File: src/include/tx_cmd_pkg.sv
/*
 * shared types and constants of the transmit buffer command decoder:
 * command word layouts, buffer geometry, register map, reset values.
 * assumes a 32-bit word stream and an apb register port.
 */
package tx_cmd_pkg;

  // register map, byte addresses on apb
  localparam logic [7:0] ADDR_TX_DATA = 8'h00;
  localparam logic [7:0] ADDR_STATUS = 8'h04;
  localparam logic [7:0] ADDR_MASK = 8'h08;
  localparam logic [7:0] ADDR_INFO = 8'h0c;

  // status and mask bit positions
  localparam int unsigned STAT_W = 2;
  localparam int unsigned STAT_ERR = 0;
  localparam int unsigned STAT_LOADED = 1;
  localparam logic [1:0] STATUS_RESET = 2'h0;
  localparam logic [1:0] MASK_RESET = 2'h0;
  localparam logic [15:0] ACC_RESET = 16'h0000;
  localparam logic [9:0] WIDX_RESET = 10'h000;

  // end alignment codes
  localparam logic [1:0] ALIGN_4 = 2'h0;
  localparam logic [1:0] ALIGN_16 = 2'h1;
  localparam logic [1:0] ALIGN_32 = 2'h2;
  localparam logic [1:0] ALIGN_RSVD = 2'h3;
  localparam logic [12:0] ALIGN_MASK_4 = 13'h0003;
  localparam logic [12:0] ALIGN_MASK_16 = 13'h000f;
  localparam logic [12:0] ALIGN_MASK_32 = 13'h001f;

  typedef struct packed {
    logic done_irq;        // 31
    logic [4:0] rsvd_hi;   // 30:26
    logic [1:0] end_align; // 25:24
    logic [2:0] rsvd_a;    // 23:21
    logic [4:0] start_off; // 20:16
    logic [1:0] rsvd_b;    // 15:14
    logic first_seg;       // 13
    logic last_seg;        // 12
    logic rsvd_c;          // 11
    logic [10:0] buf_size; // 10:0
  } cmd_a_type;

  typedef struct packed {
    logic [15:0] tag;
    logic [1:0] rsvd_a;
    logic crc_off;
    logic pad_off;
    logic rsvd_b;
    logic [10:0] pkt_len;
  } cmd_b_type;

  typedef struct packed {
    logic [2:0] skip_words;  // whole dwords before the first valid byte
    logic [9:0] data_words;  // dwords up to and holding the last valid byte
    logic [9:0] pad_words;   // dwords the host writes, padding included
    logic [3:0] first_lanes;
    logic [3:0] last_lanes;
  } geom_type;

  typedef struct packed {
    logic [31:0] data;
    logic [3:0] lanes;
    logic last;
  } word_out_type;

  typedef enum logic [1:0] {
    PH_CMD_A = 2'b00,
    PH_CMD_B = 2'b01,
    PH_DATA = 2'b10
  } phase_type;

endpackage

File: src/rtl/tx_cmd_decoder.sv
/*
 * transmit buffer command decoder: takes the word stream the host writes to the
 * transmit data port, parses both command words, strips start offset and end
 * padding, and forwards valid words with byte lanes; checks packet length.
 * assumes an apb master on pclk and a sink that accepts a word every cycle.
 */
// Decided for this implementation: the APB interface to the registers and the address map.
// Notes on behaviour
// - drop trailing dwords up to the alignment boundary
// - start offset 0..31 skips leading bytes
// - first segment flag restarts packet tracking
// - last segment flag closes packet after data
// - buffer size field delimits the buffer
// - summed buffer sizes must match packet length
// - completion request flags buffer fully loaded
// - second command word identical across packet
// - packet length sits in low eleven bits
// - low offset bits pick first byte lane
`timescale 1ns/1ps
module tx_cmd_decoder (
  input wire logic pclk,
  input wire logic presetn,
  input wire logic psel,
  input wire logic penable,
  input wire logic pwrite,
  input wire logic [7:0] paddr,
  input wire logic [31:0] pwdata,
  output logic [31:0] prdata,
  output logic pready,
  output logic pslverr,
  output tx_cmd_pkg::word_out_type out_word,
  output logic out_valid,
  output logic transmit_error_flag,
  output logic tx_buffer_loaded_flag,
  output logic irq
);

  // every register of the block lives in this one struct, so reset and update stay in one place
  typedef struct packed {
    tx_cmd_pkg::phase_type phase;
    tx_cmd_pkg::cmd_a_type cmd_a;
    tx_cmd_pkg::cmd_b_type cmd_b;
    logic pkt_open;
    logic [15:0] acc;
    logic [9:0] widx;
    logic [1:0] status;
    logic [1:0] mask;
    logic [31:0] rdata;
    logic ready;
    logic slverr;
    tx_cmd_pkg::word_out_type word;
    logic valid;
    logic irq;
  } state_type;

  state_type s_q;
  state_type s_d;
  tx_cmd_pkg::geom_type geom;

  // geometry follows the stored first command word, so it stays steady through the data phase
  tx_cmd_geometry u_geom (
    .cmd(s_q.cmd_a),
    .geom(geom)
  );

  // per-cycle decode helpers, all given a value at the top of the combinational process
  logic access;
  logic wr_data;
  logic [1:0] set_bits;
  logic [1:0] clr_bits;
  logic buf_end;
  logic [3:0] lanes;
  logic [9:0] widx_next;
  tx_cmd_pkg::cmd_a_type new_a;
  tx_cmd_pkg::cmd_b_type new_b;

  always_comb begin
    s_d = s_q;
    set_bits = 2'h0;
    clr_bits = 2'h0;
    buf_end = 1'b0;
    lanes = 4'hf;
    widx_next = s_q.widx + 10'h001;
    new_a = tx_cmd_pkg::cmd_a_type'(pwdata);
    new_b = tx_cmd_pkg::cmd_b_type'(pwdata);
    s_d.valid = 1'b0;
    s_d.word.last = 1'b0;

    // apb: ready one cycle into the access phase, acted on at the edge it is sampled
    access = psel && penable && s_q.ready;
    s_d.ready = psel && penable && !s_q.ready;
    s_d.slverr = 1'b0;
    s_d.rdata = 32'h0000_0000;
    wr_data = access && pwrite && (paddr == tx_cmd_pkg::ADDR_TX_DATA);
    if (psel && penable && !s_q.ready) begin
      case (paddr)
        tx_cmd_pkg::ADDR_TX_DATA: s_d.rdata = 32'h0000_0000; // write-only port
        tx_cmd_pkg::ADDR_STATUS: s_d.rdata = {30'h0000_0000, s_q.status};
        tx_cmd_pkg::ADDR_MASK: s_d.rdata = {30'h0000_0000, s_q.mask};
        tx_cmd_pkg::ADDR_INFO: s_d.rdata = {13'h0000, s_q.pkt_open, s_q.phase, s_q.acc};
        default: s_d.slverr = 1'b1;
      endcase
    end
    if (access && pwrite && paddr == tx_cmd_pkg::ADDR_STATUS) begin
      clr_bits = pwdata[1:0];
    end
    if (access && pwrite && paddr == tx_cmd_pkg::ADDR_MASK) begin
      s_d.mask = pwdata[1:0];
    end

    // word stream parser
    // no back-pressure: a forwarded word stands one cycle and a stalled sink loses it
    case (s_q.phase)
      tx_cmd_pkg::PH_CMD_A: begin
        if (wr_data) begin
          s_d.cmd_a = new_a;
          s_d.phase = tx_cmd_pkg::PH_CMD_B;
          s_d.widx = tx_cmd_pkg::WIDX_RESET;
          if (new_a.end_align == tx_cmd_pkg::ALIGN_RSVD) begin
            set_bits[tx_cmd_pkg::STAT_ERR] = 1'b1; // reserved alignment cannot be stripped
          end
          // a first segment restarts the sum even if the previous packet was never closed
          if (new_a.first_seg) begin
            s_d.acc = {5'h00, new_a.buf_size};
            s_d.pkt_open = 1'b1;
          end else begin
            s_d.acc = s_q.acc + {5'h00, new_a.buf_size};
            if (!s_q.pkt_open) begin
              set_bits[tx_cmd_pkg::STAT_ERR] = 1'b1; // continuation without an opening buffer
            end
          end
        end
      end
      tx_cmd_pkg::PH_CMD_B: begin
        if (wr_data) begin
          s_d.cmd_b = new_b;
          s_d.phase = tx_cmd_pkg::PH_DATA;
          // the first buffer only loads the reference word; later buffers must repeat it
          if (!s_q.cmd_a.first_seg && new_b != s_q.cmd_b) begin
            set_bits[tx_cmd_pkg::STAT_ERR] = 1'b1;
          end
          buf_end = (geom.pad_words == 10'h000); // empty buffer ends here
        end
      end
      tx_cmd_pkg::PH_DATA: begin
        if (wr_data) begin
          if (s_q.widx == {7'h00, geom.skip_words}) begin
            lanes = lanes & geom.first_lanes;
          end
          if (widx_next == geom.data_words) begin
            lanes = lanes & geom.last_lanes;
          end
          // leading offset dwords and trailing padding are dropped
          if (s_q.widx >= {7'h00, geom.skip_words} && s_q.widx < geom.data_words && lanes != 4'h0) begin
            s_d.valid = 1'b1;
            s_d.word.data = pwdata;
            s_d.word.lanes = lanes;
            s_d.word.last = s_q.cmd_a.last_seg && (widx_next == geom.data_words);
          end
          // the index counts every written dword, offset and padding included
          s_d.widx = widx_next;
          buf_end = (widx_next == geom.pad_words);
        end
      end
      default: begin
        s_d.phase = tx_cmd_pkg::PH_CMD_A;
      end
    endcase

    // end of one buffer: completion flag and packet length check
    if (buf_end) begin
      s_d.phase = tx_cmd_pkg::PH_CMD_A;
      if (s_q.cmd_a.done_irq) begin
        set_bits[tx_cmd_pkg::STAT_LOADED] = 1'b1;
      end
      // the sum already holds this buffer; it is held against the stored second word
      if (s_q.cmd_a.last_seg) begin
        s_d.pkt_open = 1'b0;
        if (s_d.acc != {5'h00, s_d.cmd_b.pkt_len}) begin
          set_bits[tx_cmd_pkg::STAT_ERR] = 1'b1;
        end
      end
    end

    // a new event in the clearing cycle survives
    s_d.status = (s_q.status & ~clr_bits) | set_bits;
    s_d.irq = |(s_d.status & s_d.mask);
  end

  // single state register; reset is asynchronous and its release is taken on pclk
  always_ff @(posedge pclk or negedge presetn) begin
    if (!presetn) begin
      s_q <= '{
        phase: tx_cmd_pkg::PH_CMD_A,
        cmd_a: '0,
        cmd_b: '0,
        pkt_open: 1'b0,
        acc: tx_cmd_pkg::ACC_RESET,
        widx: tx_cmd_pkg::WIDX_RESET,
        status: tx_cmd_pkg::STATUS_RESET,
        mask: tx_cmd_pkg::MASK_RESET,
        rdata: 32'h0000_0000,
        ready: 1'b0,
        slverr: 1'b0,
        word: '0,
        valid: 1'b0,
        irq: 1'b0
      };
    end else begin
      s_q <= s_d;
    end
  end

  // all outputs straight from the state register
  assign prdata = s_q.rdata;
  assign pready = s_q.ready;
  assign pslverr = s_q.slverr;
  assign out_word = s_q.word;
  assign out_valid = s_q.valid;
  assign transmit_error_flag = s_q.status[tx_cmd_pkg::STAT_ERR];
  assign tx_buffer_loaded_flag = s_q.status[tx_cmd_pkg::STAT_LOADED];
  assign irq = s_q.irq;

endmodule

File: src/rtl/tx_cmd_geometry.sv
/*
 * works out the dword layout of one transmit buffer from its first command word.
 * purely combinational; the caller holds the command word in a register.
 */
`timescale 1ns/1ps
module tx_cmd_geometry (
  input wire tx_cmd_pkg::cmd_a_type cmd,
  output tx_cmd_pkg::geom_type geom
);

  logic [12:0] end_byte;
  logic [12:0] align_mask;
  logic [12:0] padded;
  logic [12:0] used_words;

  // end of valid data, then rounded up to the host's burst boundary
  always_comb begin
    end_byte = {2'b00, cmd.buf_size} + {8'h00, cmd.start_off};
    case (cmd.end_align)
      tx_cmd_pkg::ALIGN_4: align_mask = tx_cmd_pkg::ALIGN_MASK_4;
      tx_cmd_pkg::ALIGN_16: align_mask = tx_cmd_pkg::ALIGN_MASK_16;
      tx_cmd_pkg::ALIGN_32: align_mask = tx_cmd_pkg::ALIGN_MASK_32;
      default: align_mask = tx_cmd_pkg::ALIGN_MASK_4; // reserved code, flagged by the caller
    endcase
    padded = (end_byte + align_mask) & ~align_mask;
    used_words = (end_byte + 13'h0003) >> 2;
    geom.skip_words = cmd.start_off[4:2];
    geom.data_words = used_words[9:0];
    geom.pad_words = padded[11:2];
    geom.first_lanes = 4'hf << cmd.start_off[1:0];
    geom.last_lanes = ~(4'hf << end_byte[1:0]);
    if (end_byte[1:0] == 2'h0) begin
      geom.last_lanes = 4'hf;
    end
  end

endmodule

File: config.mk
export PLATFORM = sky130hd
export DESIGN_NAME = tx_cmd_decoder
export DESIGN_NICKNAME = d
export VERILOG_FILES = /design/src/include/tx_cmd_pkg.sv /design/src/rtl/tx_cmd_decoder.sv /design/src/rtl/tx_cmd_geometry.sv
export SDC_FILE = /design/constraint.sdc
export NUM_CORES = 1
export LEC_CHECK = 0
export CAP_MARGIN = 15
export CORE_MARGIN = 4
export CORE_UTILIZATION = 54
export CTS_CLUSTER_SIZE = 40
export DETAILED_ROUTE_END_ITERATION = 8
export DONT_BUFFER_PORTS = 1
export PLACE_DENSITY = 0.67
export RECOVER_POWER = 50
export SETUP_SLACK_MARGIN = 0.05
export SLEW_MARGIN = 40
export SYNTH_ARGS = -nofsm -noshare
export SYNTH_HDL_FRONTEND = slang
export SYNTH_SLANG_ARGS = --single-unit
File: constraint.sdc
create_clock -name pclk -period 5.2 [get_ports pclk]
set_input_delay 0.26 -clock pclk [delete_from_list [all_inputs] [get_ports pclk]]
set_output_delay 0.26 -clock pclk [all_outputs]
set_load 0.01 [all_outputs]
---- Yosys cells after proc, flatten, opt, wreduce, memory -nomap -nowiden ----
Index checks and enable logic that the tools add are counted.
word-level totals
  register bits ........................... 170
  bits in latches ......................... 0
  bits in writable memories ............... 0
  memory bits (read-only) ................. 0
  output and inout bits ................... 75
  memories kept ........................... 0
cells by class
  add/subtract/negate cells ............... 5
  multiply operators ...................... 0
  divide/modulo/power cells ............... 0
  $lt $le $gt $ge ......................... 2
  equality and inequality tests ........... 18
  shifts and indexed selects .............. 2
  multiplexer cells ....................... 45
  bitwise logic cells ..................... 8
  reductions and logical operators ........ 26
operators with widths
  operator                                             number
  one-hot mux 19 bit (3 select lines)                  1
  two-way mux 34 bit                                   1
  two-way mux 32 bit                                   1
  inequality test 32 bit                               1
  two-way mux 4 bit                                    7
  two-way mux 27 bit                                   1
  two-way mux 11 bit                                   2
  equality test 10 bit                                 2
  one-hot mux 10 bit (2 select lines)                  1
  two-way mux 17 bit                                   1
  adder 16 x 11 -> 16 bit                              1
  equality test 8 x 4 -> 1 bit, second input constant  2
  two-way mux 1 bit                                    16
  two-way mux 16 bit                                   1
  two-way mux 2 bit                                    8
  inequality test 16 x 11 -> 1 bit                     1
  adder 11 x 5 -> 12 bit                               1
  adder 12 x 2 -> 12 bit, second input constant        1
  adder 12 x 5 -> 12 bit                               1
  AND 12 bit                                           1
  NOT 5 -> 12 bit                                      1
  logical AND 1 bit                                    11
  adder 10 x 1 -> 10 bit, second input constant        1
  equality test 10 x 3 -> 1 bit                        1
  other kinds (27)                                     41

---- Longest topological paths before layout ----
Gate-level depths: netlist of the first run.
  word-level depth ........................ 15
  gate-level depth with buffers ........... 19

---- Hierarchy ----
A second synthesis of the first run with hierarchy kept.
unflattened totals
  cell total of the unflattened synthesis .. 1113
  area total of the unflattened synthesis .. 10359.9 sq um
by module, submodules not included
  module           instances  cells each  area each (sq um)  seq. area each (sq um)
  tx_cmd_decoder   1          991         9372.7             3928.8
  tx_cmd_geometry  1          122         987.2              0.0

---- Worst setup path after synthesis of the first run ----
OpenSTA, ideal clock, no wires.
  kind .................................... reg-to-reg
  from .................................... register s_q[152] (netlist bit)
  to ...................................... register s_q, in the netlist out_word[10]
  arrival ................................. 4.563 ns
  required time ........................... 5.075 ns
  path slack .............................. 0.511 ns
  cell stages (with the launch flop) ...... 18
  period minus slack after synthesis ...... 4.689 ns
  path through ............................ dfrtp_1 -> ha_1 -> fa_1 -> a21o_1 -> a221o_2 -> xor2_1 -> nand3_1 -> or2_2 -> nor2_1 -> xnor2_1 -> ha_1 -> a21oi_1 -> nor2b_1 -> or4_1 -> a41o_1 -> a31oi_4 -> buf_6 -> mux2_4
between the ends
  cells in the longest elaborated chain, start to end .. 11
ends and longest elaborated chain
  item                                                            RTL line               source
  start: declaration                                              tx_cmd_decoder.sv:56   state_type s_q;
  start signal: assignment                                        tx_cmd_decoder.sv:193  s_q <= '{
  branches (longest 9 deep; another with adder 11 x 5 -> 12 bit)  --
  logical AND 1 bit (*)                                           tx_cmd_decoder.sv:154  if (s_q.widx >= {7'h00, geom.skip_words} && s_q.widx < geom.data_words && lanes != 4'h0) begin
  AND reduction 3 bit (no source line) (*)                        --
Mark *: on every way between the ends. The select of a mux whose other input is x is not followed.
A chain may end at the register's enable or synchronous reset.

---- Final worst setup path of the first run ----
  from .................................... register s_q[152] (netlist bit)
  to ...................................... register s_q, in the netlist out_word[1]
between the ends
  cells in the longest elaborated chain, start to end .. 11
ends and longest elaborated chain
  item
  branches (longest 11 deep; another with adder 11 x 5 -> 12 bit)
Parallel ways; which one is timed is not known. The select of a mux whose other input is x is not followed.

==> results of run 1 <==
[cell families (layout without fill, tap and decap cells)]
| family | count (synthesis) | count (layout) |
|---|---|---|
| buffers and inverters | 123 | 112 |
| muxes | 82 | 82 |
| AOI/OAI and AO/OA | 169 | 169 |
| and+or+nand+nor | 299 | 299 |
| DFF | 146 | 146 |
| xor gates and xnor gates | 90 | 90 |
| adders and majority gates | 42 | 42 |
| other | 1 | 13 |
[stage by stage]
step	std cells	util, %	total power (uW)
after floorplan	964	-	1230
after global placement	1104	53.8	1240
after detailed placement	1104	53.8	1240
after CTS	1174	59.3	2480
after global routing	1178	59.8	2540
final	1178	59.8	2460
[per-layer routing]
metal / up-vias / track usage [%]
met5: - / 0
met4: 0 / 7.50
met3: 30 / 6.42
met2: 218 / 39.4
met1: 3499 / 34.3
li1: 3285 / -
[where the power goes]
part	total, uW	switching (uW)	internal, uW
clock network	1190	523	663
logic	132	80.4	51.6
registers	1140	2.56	1140
[layout make-up]
class	count	share of cell area, %
Multi-Input combinational cell	695	50.0
Sequential cell	146	35.5
Clock buffer	18	4.16
Clock inverter	14	1.25
Inverter	25	0.911
Tap cell	225	2.73
Timing Repair Buffer	55	5.50
[sequential cells by signal, summed over array words and instances, names as in the netlist]
register               count
transmit_error_flag        1
s_q                       84
pslverr                    1
irq                        1
out_word                  37
tx_buffer_loaded_flag      1
prdata                    19
out_valid                  1
pready                     1
[what timing repair did]
| item | in CTS | in global routing |
|---|---|---|
| setup endpoints to repair | 0 | 36 |
| buffers inserted | 0 | 1 |
| hold endpoints to repair | 234 | 0 |
| hold buffers | 38 | 0 |
| resized for setup | 0 | 5 |
[how the worst max path moves through the flow]
stage,to,slack (ps),depth (start not counted)
after floorplan,out_word[10],510,17
after global placement,out_word[1],310,19
after detailed placement,out_word[1],130,19
after CTS,out_word[1],110,19
after global routing,out_word[6],60,20
final,out_word[1],310,18
[cell usage in the layout (no fill, tap or decap), drive strengths merged, types with 5 or more instances in the layout]
master,netlist,layout
dfrtp,146,146
nor4,16,16
o21a,14,14
o21ai,49,49
conb,1,13
nand2,91,91
a211oi,8,8
nor3,23,23
nor2,49,49
a21o,12,12
nor4b,6,6
nand4,8,8
mux2i,9,9
a31oi,8,8
and2,19,19
nor3b,7,7
mux2,73,73
and3,12,12
nor2b,5,5
a21oi,28,28
ha,40,40
xnor2,36,36
nand3,29,29
xor2,53,53
and4,5,5
clkbuf,22,21
inv,25,30
buf,76,15
a211o,5,5
nand2b,11,11
o31ai,6,6
clkinv,0,5
dlygate4sd3,0,37
==> impl_metrics.csv, run 1 <==
group,metric,value,unit
run_status,outcome,"finished, violations left",
run_status,violations,"max-capacitance violations, max-slew violations",
worst_setup_path,r2r_start,"s_q[152]",
placed_design,dp_slack,128,ps
sta,period_minus_slack,4890,ps
logic_synthesis,synth_fa_ha_area_share,5.70,%
drt,highest_layer,"met4",
min_path,holdPathStages,1,
sta,hold_violations,0,
sta,fin_ws,306,ps
logic_synthesis,synth_area_leader_cell,"dfrtp_1",
min_path,hold_path_class,"input port to flip-flop",
layout,antenna_cells,0,
logic_synthesis,yosysSeqAreaShare,38.5,%
logic_synthesis,synth_top_flop_cell,"dfrtp_1",
worst_setup_path,critPathLaunch,"s_q[152]",
layout,nets,1027,
worst_setup_path,r2r_setup_slack,310,ps
logic_synthesis,synth_top_area_share,38.5,%
clocking,clk_pin_slew,70,ps
layout,multi_input_area,5150,um^2
clocking,cts_root_buf,"clkbuf_16",
sta,slew_headroom,-146,%
worst_setup_path,slowest_stage,"or4_1",
global_routing,grt_use_total,25.0,%
global_routing,grt_max_degree,147,
drt,wl_met1,11100,um
worst_setup_path,cp.required,5510,ps
logic_synthesis,synthMuxAreaShare,10.8,%
floorplan,start_util,55.0,%
global_routing,grt_pass1_wl,38600,um
layout,fillers,1435,
drt,drt_iter0_drc,513,
global_routing,gr-total-overflow,0,
logic_synthesis,avgSynthCellArea,9.96,um^2
logic_synthesis,ys_async_sr_fraction,100,%
clocking,htreeDepth,4,
placed_design,gp_congestion,0.904,
floorplan,design.die.area,19700,um^2
sta,holdWs,20.7,ps
power_and_ir_drop,p_leak,0.00493,uW
drt,routedWlPerCell,21.0,um
sta,fin_tns_setup,0,ps
logic_synthesis,synth-xor-area-share,8.61,%
floorplan,die_y,141,um
drt,drc_errors,0,
logic_synthesis,synth_cell_types,76,
power_and_ir_drop,vdd_drop_max,233,uV
drt,drtPass1Iterations,4,
clocking,clock_sinks,146,
logic_synthesis,synth_top_family_by_area,"simple AND/OR/NAND/NOR gates",
drt,drt_wl_total,24800,um
clocking,cts_tree,"yes",
drt,num_vias,7032,
floorplan,core_area,17200,um^2
logic_synthesis,synth_common_cells,"dfrtp_1, nand2_1, buf_4",
sta,finalSetupViolations,0,
logic_synthesis,netlist_top_cells_area,"dfrtp_1, buf_4, ha_1",
worst_setup_path,rr_endpoint,"out_word[1]",
worst_setup_path,path_class,"flip-flop to flip-flop",
logic_synthesis,synth-edff-count,0,
min_path,hp-start,"pwdata[3]",
worst_setup_path,path_buf_inv,2,
worst_setup_path,worstSetupEndpointType,"flip-flop",
floorplan,die_w,141,um
worst_setup_path,slowest_delay,510,ps
layout,syn2layout_area_growth,8.65,%
worst_setup_path,ff2ff_path_depth,18,
worst_setup_path,path_cells,"ha_1 > fa_1 > a21o_1 > a221o_2 > xor2_2 > nand3_1 > or2_2 > nor2_1 > xnor2_1 > ha_1 > a21oi_1 > nor2b_1 > or4_1 > a41o_1 > a31oi_4 > buf_12 > buf_12 > mux2_2",
clocking,clockBufferDepth,2,
logic_synthesis,synth_compound_area_share,12.2,%
logic_synthesis,ys_ff_latch,146,
run,maxCapViolations,1,
worst_setup_path,crit_family,"compound AO/OA/AOI/OAI gates",
sta,fin_worst_skew,8.56,ps
clocking,clock_latency,430,ps
power_and_ir_drop,p_per_area,239,nW/um^2
worst_setup_path,arrival,5210,ps
logic_synthesis,netlist_area,9480,um^2
global_routing,antenna_found_initial,0,
clocking,cts_made_buffers,17,
global_routing,grt_pass1_vias,6909,
placed_design,place_area,9270,um^2
sta,worstMarginPinSlew,3690,ps
layout,stdcell_area,10300,um^2
logic_synthesis,ys_warn_count,0,
drt,wl_met2,11600,um
layout,register_area,3650,um^2
min_path,holdPathEnd,"s_q[107]",
sta,rsz0062_at_grt,"false",
drt,ant_nets,0,
logic_synthesis,synthSimpleGateAreaFrac,16.2,%
sta,clock.fmax,0.204,GHz
floorplan,ioPinCount,120,
sta,slew_viol_final,147,
placed_design,dpl.hpwl,16700,um
sta,final.period_utilization,94.1,%
logic_synthesis,synth_most_common_cell,"dfrtp_1",
worst_setup_path,start_kind,"flip-flop",
worst_setup_path,crit_path_max_fanout,9,
layout,drive_above_1_share,15.5,%
drt,wl_met3,1580,um
logic_synthesis,syn_inst,952,
drt,vias_per_cell,5.97,
floorplan,rows,48,
placed_design,portBuffers,0,
(Power assumes the default switching activity.)
==> inputs of run 2 (changes only) <==
--- a/config.mk
+++ b/config.mk
@@ -14,4 +14,5 @@
 export PLACE_DENSITY = 0.67
 export RECOVER_POWER = 50
+export REMOVE_ABC_BUFFERS = 1
 export SETUP_SLACK_MARGIN = 0.05
 export SLEW_MARGIN = 40
==> constraint.sdc (replaced) <==
create_clock -name pclk -period 5.2 [get_ports pclk]
set_input_delay 0.52 -clock pclk [delete_from_list [all_inputs] [get_ports pclk]]
set_output_delay 0.52 -clock pclk [all_outputs]
set_load 0.01 [all_outputs]
==> impl_metrics.csv, run 2 (synthesized netlist as in run 1, its figures left out) <==
group,metric,value,unit
worst_setup_path,slowest_delay,490,ps
power_and_ir_drop,p_leak,0.00477,uW
drt,drc_errors,0,
worst_setup_path,slowest_stage,"or4_1",
floorplan,design.die.area,19700,um^2
clocking,clock_latency,430,ps
clocking,cts_root_buf,"clkbuf_16",
power_and_ir_drop,pwr-share-comb,4.0,%
sta,hold_violations,0,
layout,layout_common_cells,"dfrtp_1, nand2_1, xor2_1",
sta,period_minus_slack,4850,ps
power_and_ir_drop,p_int,1800,uW
worst_setup_path,start_kind,"flip-flop",
worst_setup_path,crit_path_max_fanout,9,
layout,antenna_cells,0,
worst_setup_path,arrival,5160,ps
clocking,cts_made_buffers,17,
global_routing,grt_pass1_vias,6870,
sta,clock.fmax,0.206,GHz
global_routing,gr-total-overflow,0,
sta,rsz0062_at_grt,"false",
layout,syn2layout_area_growth,4.80,%
power_and_ir_drop,switching_share,24.6,%
worst_setup_path,r2r_start,"s_q[152]",
floorplan,core_area,17200,um^2
run_status,violations,"max-capacitance violations, max-slew violations",
min_path,hold_path_class,"input port to flip-flop",
placed_design,portBuffers,0,
clocking,clk_pin_slew,60,ps
drt,drt_wl_total,22700,um
power_and_ir_drop,p_per_area,241,nW/um^2
worst_setup_path,path_cells,"ha_1 > fa_1 > a211o_1 > a21o_1 > a211oi_4 > nor3_2 > and3_1 > and2_1 > nor2_1 > ha_1 > nor2b_1 > or4_1 > a41o_2 > a31oi_4 > buf_12 > buf_12 > mux2_2",
run_status,outcome,"finished, violations left",
global_routing,grt_max_degree,147,
worst_setup_path,path_class,"flip-flop to flip-flop",
sta,holdWs,193,ps
drt,vias_per_cell,5.88,
placed_design,dpl.hpwl,15900,um
clocking,clockBufferDepth,2,
run,maxCapViolations,1,
clocking,htreeDepth,4,
min_path,hp-start,"pwdata[13]",
power_and_ir_drop,power_frac_clock,48.4,%
sta,slew_headroom,-137,%
clocking,cts_tree,"yes",
global_routing,globalRouteMet3Util,5.67,%
floorplan,die_w,141,um
layout,fillers,1479,
drt,drt_iter0_drc,482,
clocking,clock_sinks,146,
floorplan,die_y,141,um
global_routing,grt_pass1_wl,36300,um
sta,finalSetupViolations,0,
power_and_ir_drop,switchingPower,590,uW
layout,nets,991,
drt,drtPass1Iterations,5,
sta,slew_viol_final,147,
global_routing,antenna_found_initial,0,
drt,ant_nets,0,
layout,final_common_cell,"dfrtp_1",
global_routing,grt_use_total,23.1,%
placed_design,gp_congestion,0.952,
floorplan,ioPinCount,120,
layout,drive_above_1_share,16.2,%
sta,fin_worst_skew,15.5,ps
layout,largest_reg_flops,84,
layout,fin_cells,1142,
worst_setup_path,critPathLaunch,"s_q[152]",
drt,routedWlPerCell,19.9,um
sta,worstMarginPinSlew,3560,ps
drt,num_vias,6717,
placed_design,dp_cells,1104,
layout,largest-register,"s_q",
worst_setup_path,worstSetupEndpointType,"flip-flop",
worst_setup_path,cp.required,5510,ps
global_routing,grtUsageMet1,29.5,%
floorplan,rows,48,
floorplan,start_util,55.0,%
global_routing,gr-usage-met2,38.3,%
global_routing,top_usage_layer,"met2",
power_and_ir_drop,vdd_drop_max,231,uV
power_and_ir_drop,pwr-share-seq,47.6,%
sta,final.period_utilization,93.3,%
## run 2: area by class of cell
type | count | area (um^2) | share of cell area, %
repair buffers | 19 | 204 | 2.05
clock buffers | 18 | 439 | 4.42
clock inverters | 14 | 121 | 1.22
multi-input cells | 695 | 5150 | 51.8
inverters | 25 | 93.8 | 0.944
flip-flops and latches | 146 | 3650 | 36.8
well taps | 225 | 282 | 2.83
## run 2: per-stage QoR
stage | instance area, um^2 | total power (uW) | TNS, ps | utilization, % | worst slack (ps)
after detailed placement | 9270 | 1230 | 0 | 53.8 | 248
after floorplan | 8880 | 1220 | -1290 | - | -97.4
after CTS | 9860 | 2420 | 0 | 57.2 | 226
final | 9940 | 2390 | 0 | 57.7 | 350
after global placement | 9270 | 1230 | 0 | 53.8 | 347
after global routing | 9940 | 2490 | 0 | 57.7 | 40.1
## run 2: what timing repair did
action / CTS / global route
hold buffers: 1 / 0
gates resized for setup: 0 / 5
endpoints found under the hold margin: 146 / 0
setup buffers: 0 / 2
setup endpoints to repair: 0 / 37
## run 2: path summary, 6_finish.rpt
path	endpoint	slack [ps]	cells past startpoint
max	out_word[5]	350	17
min reg2reg	s_q[149]	480	1
max reg2reg	out_word[5]	350	17
max in group asynchronous	prdata[17]	1840	1
min in group asynchronous	out_word[0]	1230	1
min	s_q[98]	190	1
## run 2: metal layers
metal / wire (um) / vias to the layer above
li1: - / 3199
met3: 1330 / 33
met1: 9690 / 3312
met2: 11100 / 173
met4: 597 / 0
met5: 0 / -
## run 2: power by group through the flow
stage | registers [uW] | clock network [uW] | logic [uW]
final | 1140 | 1160 | 95.8
after global routing | 1140 | 1240 | 110
after CTS | 1140 | 1180 | 99.2
after detailed placement | 1160 | 0 | 73.4
after global placement | 1160 | 0 | 72.8
after floorplan | 1160 | 0 | 60.9
## run 2: critical path, delay by kind of cell, from the launching register on
kind / cells / cell delay (ps)
multiplexers: 1 / 340
AO/OA/AOI/OAI: 5 / 1520
adder cells (fa/ha/maj): 3 / 930
AND/OR/NAND/NOR: 6 / 1200
buffers and inverters: 2 / 310
flip-flops: 1 / 420
